===== src/shared/ulpi_cfg.svh =====
`ifndef ULPI_CFG_SVH
`define ULPI_CFG_SVH

// Clock figures, in Hz.
`define SYS_CLK_HZ        20000000
`define IFC_CLK_HZ        60000000
`define REF_CLK_HZ        13000000
// Interface clock divider: half period in system cycles, at least one.
`define IFC_HALF_RAW      (`SYS_CLK_HZ / (2 * `IFC_CLK_HZ))
`define IFC_HALF_CYC      ((`IFC_HALF_RAW < 1) ? 1 : `IFC_HALF_RAW)
`define IFC_CNT_W         4
// Bus width and bit positions.
`define DATA_W            8
`define DATA_MSB          7
`define DATA_LSB          0
// Reset values and buffer depth.
`define VBUS_EN_RST       1'b0
`define BYTE_RST          8'h00
`define BUF_DEPTH         2

`endif


===== src/shared/ulpi_pkg.sv =====
`include "ulpi_cfg.svh"

package ulpi_pkg;

    typedef logic [`DATA_MSB:`DATA_LSB] byte_t;

    // One byte with its framing mark.
    typedef struct packed {
        byte_t data;
        logic  last;
    } beat_t;

    typedef enum logic [1:0] {
        ST_IDLE,
        ST_TURN_OUT,
        ST_SEND,
        ST_TURN_IN
    } bus_state_t;

endpackage


===== src/rtl/ulpi_phy_port.sv =====
// What this block does
// [RL1] Drive interface clock; all outputs registered (data_oe is decoded from st_r and hold_low_s)
// [RL2] Eight-bit shared bus, bit 7 MSB
// [RL3] Raise direction when data waits for link
// [RL4] Direction low when idle; watch bus
// [RL5] Next pulse marks link byte taken
// [RL6] Link gives next byte cycle after
// [RL7] Link stop lasts exactly one cycle
// [RL8] Stop means last byte came before
// [RL9] Hold low suspends and floats pins
// [RL10] Supply enable high-active, low after reset
// [RL11] System supplies reference clock input
// [RL12] Link releases bus while direction high
`include "ulpi_cfg.svh"

module ulpi_phy_port (
    // Clock and reset
    input  wire logic            clk,
    input  wire logic            rst,
    // Pins from the link side
    input  wire logic            chip_hold_low_n,
    input  wire logic            reference_clock_in,
    input  wire logic            stp,
    input  wire logic [7:0]      data_in,
    // Pins toward the link side
    output logic [7:0]           data_out,
    output logic [7:0]           data_oe,
    output logic                 dir,
    output logic                 dir_oe,
    output logic                 nxt,
    output logic                 nxt_oe,
    output logic                 interface_clock_output,
    output logic                 interface_clock_oe,
    output logic                 vbus_supply_enable,
    output logic                 vbus_supply_oe,
    // Core: bytes to send to the link
    input  wire logic            tx_valid,
    output logic                 tx_ready,
    input  ulpi_pkg::beat_t      tx_beat,
    // Core: bytes received from the link
    output logic                 rx_valid,
    input  wire logic            rx_ready,
    output ulpi_pkg::beat_t      rx_beat,
    // Core: supply control and status
    input  wire logic            vbus_request,
    output logic                 suspended,
    output logic                 ref_clock_seen
);

    // ********************************************************
    // Pin synchronisers
    // ********************************************************
    logic [10:0] sync1_r;
    logic [10:0] sync2_r;
    logic [10:0] sync1_nxt;

    always_comb begin
        sync1_nxt = {chip_hold_low_n, reference_clock_in, stp, data_in};
    end

    always_ff @(posedge clk or posedge rst) begin
        if (rst) begin
            sync1_r <= '0;
            sync2_r <= '0;
        end else begin
            sync1_r <= sync1_nxt;
            sync2_r <= sync1_r;
        end
    end

    logic                hold_low_s;
    logic                reference_clock_in_s;
    logic                stp_s;
    ulpi_pkg::byte_t     din_s;

    // [RL2] Bit order kept
    assign din_s      = sync2_r[`DATA_MSB:`DATA_LSB];
    assign stp_s      = sync2_r[8];
    assign reference_clock_in_s   = sync2_r[9];
    assign hold_low_s = ~sync2_r[10];

    // ********************************************************
    // Reference clock presence and interface clock
    // ********************************************************
    logic                 ref_prev_r;
    logic                 ref_seen_r;
    logic                 ref_prev_nxt;
    logic                 ref_seen_nxt;
    logic [`IFC_CNT_W-1:0] div_r;
    logic [`IFC_CNT_W-1:0] div_nxt;
    logic                 ifc_r;
    logic                 ifc_nxt;

    // [RL11] Reference edge detect
    always_comb begin
        ref_prev_nxt = reference_clock_in_s;
        ref_seen_nxt = ref_seen_r | (reference_clock_in_s & ~ref_prev_r);
        div_nxt      = div_r + `IFC_CNT_W'(1);
        ifc_nxt      = ifc_r;
        // [RL1] Clock output divider
        if (div_r == `IFC_CNT_W'(`IFC_HALF_CYC - 1)) begin
            div_nxt = '0;
            ifc_nxt = ~ifc_r;
        end
        if (hold_low_s) begin
            ref_seen_nxt = 1'b0;
            ifc_nxt      = 1'b0;
        end
    end

    always_ff @(posedge clk or posedge rst) begin
        if (rst) begin
            ref_prev_r <= 1'b0;
            ref_seen_r <= 1'b0;
            div_r      <= '0;
            ifc_r      <= 1'b0;
        end else begin
            ref_prev_r <= ref_prev_nxt;
            ref_seen_r <= ref_seen_nxt;
            div_r      <= div_nxt;
            ifc_r      <= ifc_nxt;
        end
    end

    // ********************************************************
    // Outbound buffer
    // ********************************************************
    logic            ob_valid;
    logic            ob_ready;
    ulpi_pkg::beat_t ob_beat;

    beat_buffer u_tx_buf (
        .clk       (clk),
        .rst       (rst),
        .in_valid  (tx_valid),
        .in_ready  (tx_ready),
        .in_beat   (tx_beat),
        .out_valid (ob_valid),
        .out_ready (ob_ready),
        .out_beat  (ob_beat)
    );

    // ********************************************************
    // Bus ownership and transfers
    // ********************************************************
    ulpi_pkg::bus_state_t st_r;
    ulpi_pkg::bus_state_t st_nxt;
    logic                 dir_r;
    logic                 dir_nxt;
    logic                 nxt_r;
    logic                 nxt_nxt;
    ulpi_pkg::beat_t      dout_r;
    ulpi_pkg::beat_t      dout_nxt;
    logic [4:0]           lag_r;
    logic [4:0]           lag_nxt;
    logic                 stop_r;
    logic                 stop_nxt;
    ulpi_pkg::byte_t      hold_r;
    ulpi_pkg::byte_t      hold_nxt;
    logic                 hold_v_r;
    logic                 hold_v_nxt;
    logic                 rx_in_valid;
    ulpi_pkg::beat_t      rx_in_beat;
    logic                 rx_in_ready;
    logic                 vbus_r;
    logic                 vbus_nxt;

    always_comb begin
        st_nxt      = st_r;
        dir_nxt     = dir_r;
        nxt_nxt     = 1'b0;
        dout_nxt    = dout_r;
        hold_nxt    = hold_r;
        hold_v_nxt  = hold_v_r;
        ob_ready    = 1'b0;
        rx_in_valid = 1'b0;
        rx_in_beat  = '{data: hold_r, last: 1'b0};
        vbus_nxt    = vbus_request;
        // Synchronised bus bytes lag the pins, so recent direction and next history gates them.
        lag_nxt     = {lag_r[3:2], nxt_r, lag_r[0], dir_r};
        stop_nxt    = stop_r;
        case (st_r)
            ulpi_pkg::ST_IDLE: begin
                // [RL5] Take link byte
                if (din_s != `BYTE_RST && !hold_v_r && rx_in_ready && !stp_s && lag_r[1:0] == 2'h0) begin
                    hold_nxt   = din_s;
                    hold_v_nxt = 1'b1;
                    nxt_nxt    = 1'b1;
                end
                // [RL8] Stop closes stream
                if ((stp_s || stop_r) && hold_v_r) begin
                    stop_nxt = !rx_in_ready;
                    if (rx_in_ready) begin
                        rx_in_valid = 1'b1;
                        rx_in_beat  = '{data: hold_r, last: 1'b1};
                        hold_v_nxt  = 1'b0;
                    end
                end else if (hold_v_r && !nxt_r && lag_r[4:2] == 3'h0 && din_s != `BYTE_RST && rx_in_ready) begin
                    // [RL6] Next byte follows
                    rx_in_valid = 1'b1;
                    hold_nxt    = din_s;
                    nxt_nxt     = 1'b1;
                end
                // [RL3] Take ownership
                if (ob_valid && !hold_v_nxt && !nxt_r) begin
                    st_nxt  = ulpi_pkg::ST_TURN_OUT;
                    dir_nxt = 1'b1;
                end
            end
            ulpi_pkg::ST_TURN_OUT: begin
                ob_ready = 1'b1;
                dout_nxt = ob_beat;
                st_nxt   = ulpi_pkg::ST_SEND;
            end
            ulpi_pkg::ST_SEND: begin
                ob_ready = !dout_r.last;
                if (dout_r.last || !ob_valid) begin
                    st_nxt = ulpi_pkg::ST_TURN_IN;
                end else begin
                    dout_nxt = ob_beat;
                end
            end
            ulpi_pkg::ST_TURN_IN: begin
                // [RL4] Release bus
                dir_nxt = 1'b0;
                st_nxt  = ulpi_pkg::ST_IDLE;
            end
            default: begin
                st_nxt  = ulpi_pkg::ST_IDLE;
                dir_nxt = 1'b0;
            end
        endcase
        if (hold_low_s) begin
            st_nxt     = ulpi_pkg::ST_IDLE;
            dir_nxt    = 1'b0;
            nxt_nxt    = 1'b0;
            hold_v_nxt = 1'b0;
            stop_nxt   = 1'b0;
            vbus_nxt   = `VBUS_EN_RST;
        end
    end

    always_ff @(posedge clk or posedge rst) begin
        if (rst) begin
            st_r     <= ulpi_pkg::ST_IDLE;
            dir_r    <= 1'b0;
            nxt_r    <= 1'b0;
            dout_r   <= '{data: `BYTE_RST, last: 1'b0};
            hold_r   <= `BYTE_RST;
            hold_v_r <= 1'b0;
            lag_r    <= '0;
            stop_r   <= 1'b0;
            // [RL10] Supply off at reset
            vbus_r   <= `VBUS_EN_RST;
        end else begin
            st_r     <= st_nxt;
            dir_r    <= dir_nxt;
            nxt_r    <= nxt_nxt;
            dout_r   <= dout_nxt;
            hold_r   <= hold_nxt;
            hold_v_r <= hold_v_nxt;
            lag_r    <= lag_nxt;
            stop_r   <= stop_nxt;
            vbus_r   <= vbus_nxt;
        end
    end

    beat_buffer u_rx_buf (
        .clk       (clk),
        .rst       (rst),
        .in_valid  (rx_in_valid),
        .in_ready  (rx_in_ready),
        .in_beat   (rx_in_beat),
        .out_valid (rx_valid),
        .out_ready (rx_ready),
        .out_beat  (rx_beat)
    );

    // ********************************************************
    // Pin drive
    // ********************************************************
    // Data is only driven in the send state, never on the turnaround cycles,
    // so the link has a whole cycle to release the bus.
    // [RL9] Float all when held
    always_comb begin
        data_out               = dout_r.data;
        data_oe                = {8{(st_r == ulpi_pkg::ST_SEND) && !hold_low_s}};
        dir                    = dir_r;
        dir_oe                 = !hold_low_s;
        nxt                    = nxt_r;
        nxt_oe                 = !hold_low_s;
        interface_clock_output = ifc_r;
        interface_clock_oe     = !hold_low_s;
        vbus_supply_enable     = vbus_r;
        vbus_supply_oe         = !hold_low_s;
    end

    assign suspended      = hold_low_s;
    assign ref_clock_seen = ref_seen_r;

endmodule


===== src/rtl/beat_buffer.sv =====
`include "ulpi_cfg.svh"

module beat_buffer (
    // Clock and reset
    input  wire logic            clk,
    input  wire logic            rst,
    // Filling side
    input  wire logic            in_valid,
    output logic                 in_ready,
    input  ulpi_pkg::beat_t      in_beat,
    // Draining side
    output logic                 out_valid,
    input  wire logic            out_ready,
    output ulpi_pkg::beat_t      out_beat
);

    ulpi_pkg::beat_t mem_r [`BUF_DEPTH];
    ulpi_pkg::beat_t mem_nxt [`BUF_DEPTH];
    logic            wp_r;
    logic            wp_nxt;
    logic            rp_r;
    logic            rp_nxt;
    logic [1:0]      cnt_r;
    logic [1:0]      cnt_nxt;
    logic            push;
    logic            pop;

    assign in_ready  = (cnt_r != 2'(`BUF_DEPTH));
    assign out_valid = (cnt_r != 2'h0);
    assign out_beat  = mem_r[rp_r];
    assign push      = in_valid && in_ready;
    assign pop       = out_valid && out_ready;

    always_comb begin
        mem_nxt = mem_r;
        wp_nxt  = wp_r;
        rp_nxt  = rp_r;
        cnt_nxt = cnt_r;
        if (push) begin
            mem_nxt[wp_r] = in_beat;
            wp_nxt        = ~wp_r;
        end
        if (pop) begin
            rp_nxt = ~rp_r;
        end
        if (push && !pop) begin
            cnt_nxt = cnt_r + 2'h1;
        end else if (pop && !push) begin
            cnt_nxt = cnt_r - 2'h1;
        end
    end

    genvar gi;
    generate
        for (gi = 0; gi < `BUF_DEPTH; gi++) begin : g_ent
            always_ff @(posedge clk or posedge rst) begin
                if (rst) begin
                    mem_r[gi] <= '0;
                end else begin
                    mem_r[gi] <= mem_nxt[gi];
                end
            end
        end
    endgenerate

    always_ff @(posedge clk or posedge rst) begin
        if (rst) begin
            wp_r  <= 1'b0;
            rp_r  <= 1'b0;
            cnt_r <= 2'h0;
        end else begin
            wp_r  <= wp_nxt;
            rp_r  <= rp_nxt;
            cnt_r <= cnt_nxt;
        end
    end

endmodule


===== config.mk =====
export PLATFORM = sky130hd
export DESIGN_NAME = ulpi_phy_port
export DESIGN_NICKNAME = d
export VERILOG_FILES = /design/src/shared/ulpi_pkg.sv /design/src/rtl/ulpi_phy_port.sv /design/src/rtl/beat_buffer.sv
export VERILOG_INCLUDE_DIRS = /design/src /design/src/shared
export SDC_FILE = /design/constraint.sdc
export NUM_CORES = 1
export LEC_CHECK = 0
export BUFFER_PORTS_ARGS = -buffer_cell sky130_fd_sc_hd__buf_2
export CORE_MARGIN = 2
export CORE_UTILIZATION = 56
export CTS_CLUSTER_DIAMETER = 60
export DETAILED_ROUTE_END_ITERATION = 7
export PLACE_DENSITY_LB_ADDON = 0.1
export SYNTH_ARGS = -nofsm -noshare
export SYNTH_HDL_FRONTEND = slang
export SYNTH_SLANG_ARGS = --single-unit

===== constraint.sdc =====
create_clock -name clk -period 4.7 [get_ports clk]
set_clock_uncertainty 0.2 [all_clocks]
set_input_delay 0.94 -clock clk [delete_from_list [all_inputs] [get_ports clk]]
set_output_delay 0.94 -clock clk [all_outputs]
set_load 0.02 [all_outputs]

==> metrics.txt <==
status=finished, final reports clean; GPL Wtd Cong=approximately 0.80; MaxCap Viol Count=0; wire length on met3=between 200 and 300 µm; post-cts sizing count=0; syn avg cell area=14.02 µm²; Worst Path Max Fanout=8; hold-fix buffers at CTS=0; Yosys top cell by area=dfrtp_1; Psw=~0.0011 W; Detailed Route Iter0 Violations=70; pwr dens=roughly 670 mW/mm²; Clock Latency Late Sink=360 ps; post-synthesis adder-cell area fraction=0.02348; TNS Setup=0 ps; number of global-route vias before repair=2386; Peak supply drop=approximately 0.3 mV; total gr overflow=0; top cell type's share of synthesized area=0.5988; number of synthesized flops with an enable pin=0; net count after synthesis=roughly 340; most frequent cell after synthesis=dfrtp_1; DRT antenna net count=0; Port Buf Inserts=61; CTS tree=yes; CORE AREA=between 0.007 and 0.008 mm²; worst min-delay path class=flip-flop to flip-flop; required time of the critical path=approximately 3600 ps; number of setup buffers added after CTS=0; Metal-1 WL=3.187 mm; Die ar.=about 0.0083 mm²; sequential fraction of the synthesis area=0.5988; DR WL met2=around 3.2 mm; Setup crit end kind=output port; Slew Viols, Final=0; Clk pin slew, worst setup/hold paths=about 100 ps; Fmax achieved=~370 MHz; Final Setup Violations=0; ant diodes=0; GRT Util Overall=0.1750; Synth Flop Type=dfrtp_1; Residual DRC=0; highest routed layer=met4; relative slew slack=0.4091; dominant cells by area after synthesis=dfrtp_1 60%, mux2_2 9.2%, mux2_4 5.6%; final cell count without fillers=459; dpl hpwl=approximately 4.8 mm; largest net degree at the start of global routing=78; global-route wire length before repair=roughly 12 mm; final-report hold violation count=0; first drt pass iteration count=4; depth of the worst hold-timing path=0; clk sink count=between 100 and 150; num rows=31; mux contribution to synthesized area=0.1773; largest family of logic cells by synthesized area=multiplexers; Arrival @ worst endpoint=roughly 1600 ps; drt wl/cell=between 10 and 15 µm; CTS Root Cell=clkbuf_8; Layout Nets=slightly below 400; WS Path Type=flip-flop to output port; post-layout min period=between 2000 and 3000 ps; Mapped Area=0.004263 mm²; logic depth of the worst register-to-register path=6; clock share of power=0.182; Slew @ Worst Pin=886.4 ps; Combinational Power Share=0.367; Seq pwr share=0.451; post-synthesis async set-or-reset flop share=1.000; CTS H-tree depth=3; Pint=slightly above 0.002 W; Cells after Synth=304; post-synth cell types=47; period utilization=0.5763; post-DR vias/cell=roughly 5; commonest cells in the netlist=102 x dfrtp_1, 35 x mux2_2, 18 x buf_4, 18 x nor2_1, 16 x mux2_4; RSZ-0062 raised after global routing=false; initial antenna violation count=0; startpoint class of the critical path=flip-flop; Synth Area in Compound Gates=0.06017; YS warnings=0; number of I/O pins=62; #FFs+latches synth=~100; DRT Wirelength=6.788 mm; Vias=between 2000 and 2500; CTS Buf Count=9; die width=between 90 and 100 µm; Net Sw Frac=0.3510; Post-Synth XOR/XNOR Area=0.02466; die height=~91 µm; Initial Utilization=0.5815; placed cell count=~440; layout cells sized above 1=0.4083; Area Overhead vs Synth=11.74%; leakage=2.256 nW; clk buf depth=2; Synth Area in Simple Gates=0.06898
==> final timing paths <==
check	start	end	slack, ps
setup / recovery	st_r[0]$_DFFE_PP0P_	data_oe[3]	1990
hold / removal	sync1_r[1]$_DFF_PP0_	sync2_r[1]$_DFF_PP0_	150
setup reg to reg	st_r[0]$_DFFE_PP0P_	u_rx_buf.mem_r[14]$_DFFE_PP0P_	2360
hold reg to reg	sync1_r[1]$_DFF_PP0_	sync2_r[1]$_DFF_PP0_	150
max in group asynchronous	rst	lag_r[2]$_DFF_PP0_	2840
min in group asynchronous	rst	u_tx_buf.mem_r[2]$_DFFE_PP0P_	570
==> power groups by stage <==
stage / clock network, W / logic, W / registers [W]
finish: 0.000577 / 0.00116 / 0.00143
global route: 0.000621 / 0.00128 / 0.00147
CTS: 0.000593 / 0.00118 / 0.00143
detailed placement: 0 / 0.00118 / 0.00145
global placement: 0 / 0.00115 / 0.00143
floorplan: 0 / 0.00103 / 0.00135
==> flip-flops by register name (all words and copies together) (netlist names), 2 cells and up <==
register	count
st_r	2
lag_r	5
u_rx_buf.mem_r	18
data_out	8
u_tx_buf.cnt_r	2
sync1_r	11
u_rx_buf.cnt_r	2
hold_r	8
sync2_r	11
u_tx_buf.mem_r	18
div_r	4
==> layer usage <==
layer  track usage  vias up
li1              -     1133
met1        0.2463     1150
met2        0.2673       41
met3       0.03402        9
met4       0.07576        0
met5             0        -
==> metrics by stage <==
stage	util	worst slack, ps	hold slack [ps]	power (W)	area, µm²
5_1_grt	0.6498	1893	158.5	0.003378	4763
2_1_floorplan	-	884.5	131.2	0.002380	4263
4_1_cts	0.6498	1964	155.9	0.003206	4763
3_5_place_dp	0.6204	2370	134.7	0.002623	4548
6_report	0.6498	1991	152.2	0.003169	4763
3_3_place_gp	0.6204	2398	132.4	0.002580	4548
==> final cells by class <==
| type | count | area, µm² |
|---|---|---|
| repair buffers | 63 | 320.3 |
| flip-flops and latches | 102 | 2552 |
| fillers | 588 | 2567 |
| clock inverters | 5 | 63.81 |
| inverters | 10 | 40.04 |
| clock buffers | 11 | 151.4 |
| multi-input cells | 169 | 1511 |
| well taps | 99 | 123.9 |
==> critical path, stage by stage (launching register included) <==
cell	delay [ps]
dfrtp_1	420
inv_1	100
ha_1	240
and2_1	250
buf_2	200
==> kinds of logic (layout without fill, tap and decap cells) <==
family | Yosys count | after routing
adders and majority gates | 8 | 8
AOI/OAI and AO/OA | 34 | 34
and+or+nand+nor | 52 | 52
muxes | 63 | 63
buffers and inverters | 33 | 89
DFF | 102 | 102
xor gates and xnor gates | 12 | 12
==> placed cells by master (no fill, tap or decap), types with 3 or more instances in the layout <==
| master | instances |
|---|---|
| dfrtp_1 | 102 |
| ha_1 | 8 |
| inv_1 | 9 |
| mux2_4 | 16 |
| o21ai_0 | 6 |
| nor2_1 | 18 |
| mux2_2 | 35 |
| and2_1 | 3 |
| buf_2 | 61 |
| nand3_1 | 5 |
| clkbuf_8 | 11 |
| xor2_1 | 5 |
| mux2i_1 | 11 |
| xnor2_1 | 7 |
| nand2_1 | 6 |
| a21oi_1 | 12 |
Note: power is estimated with default switching activity, not from simulation.
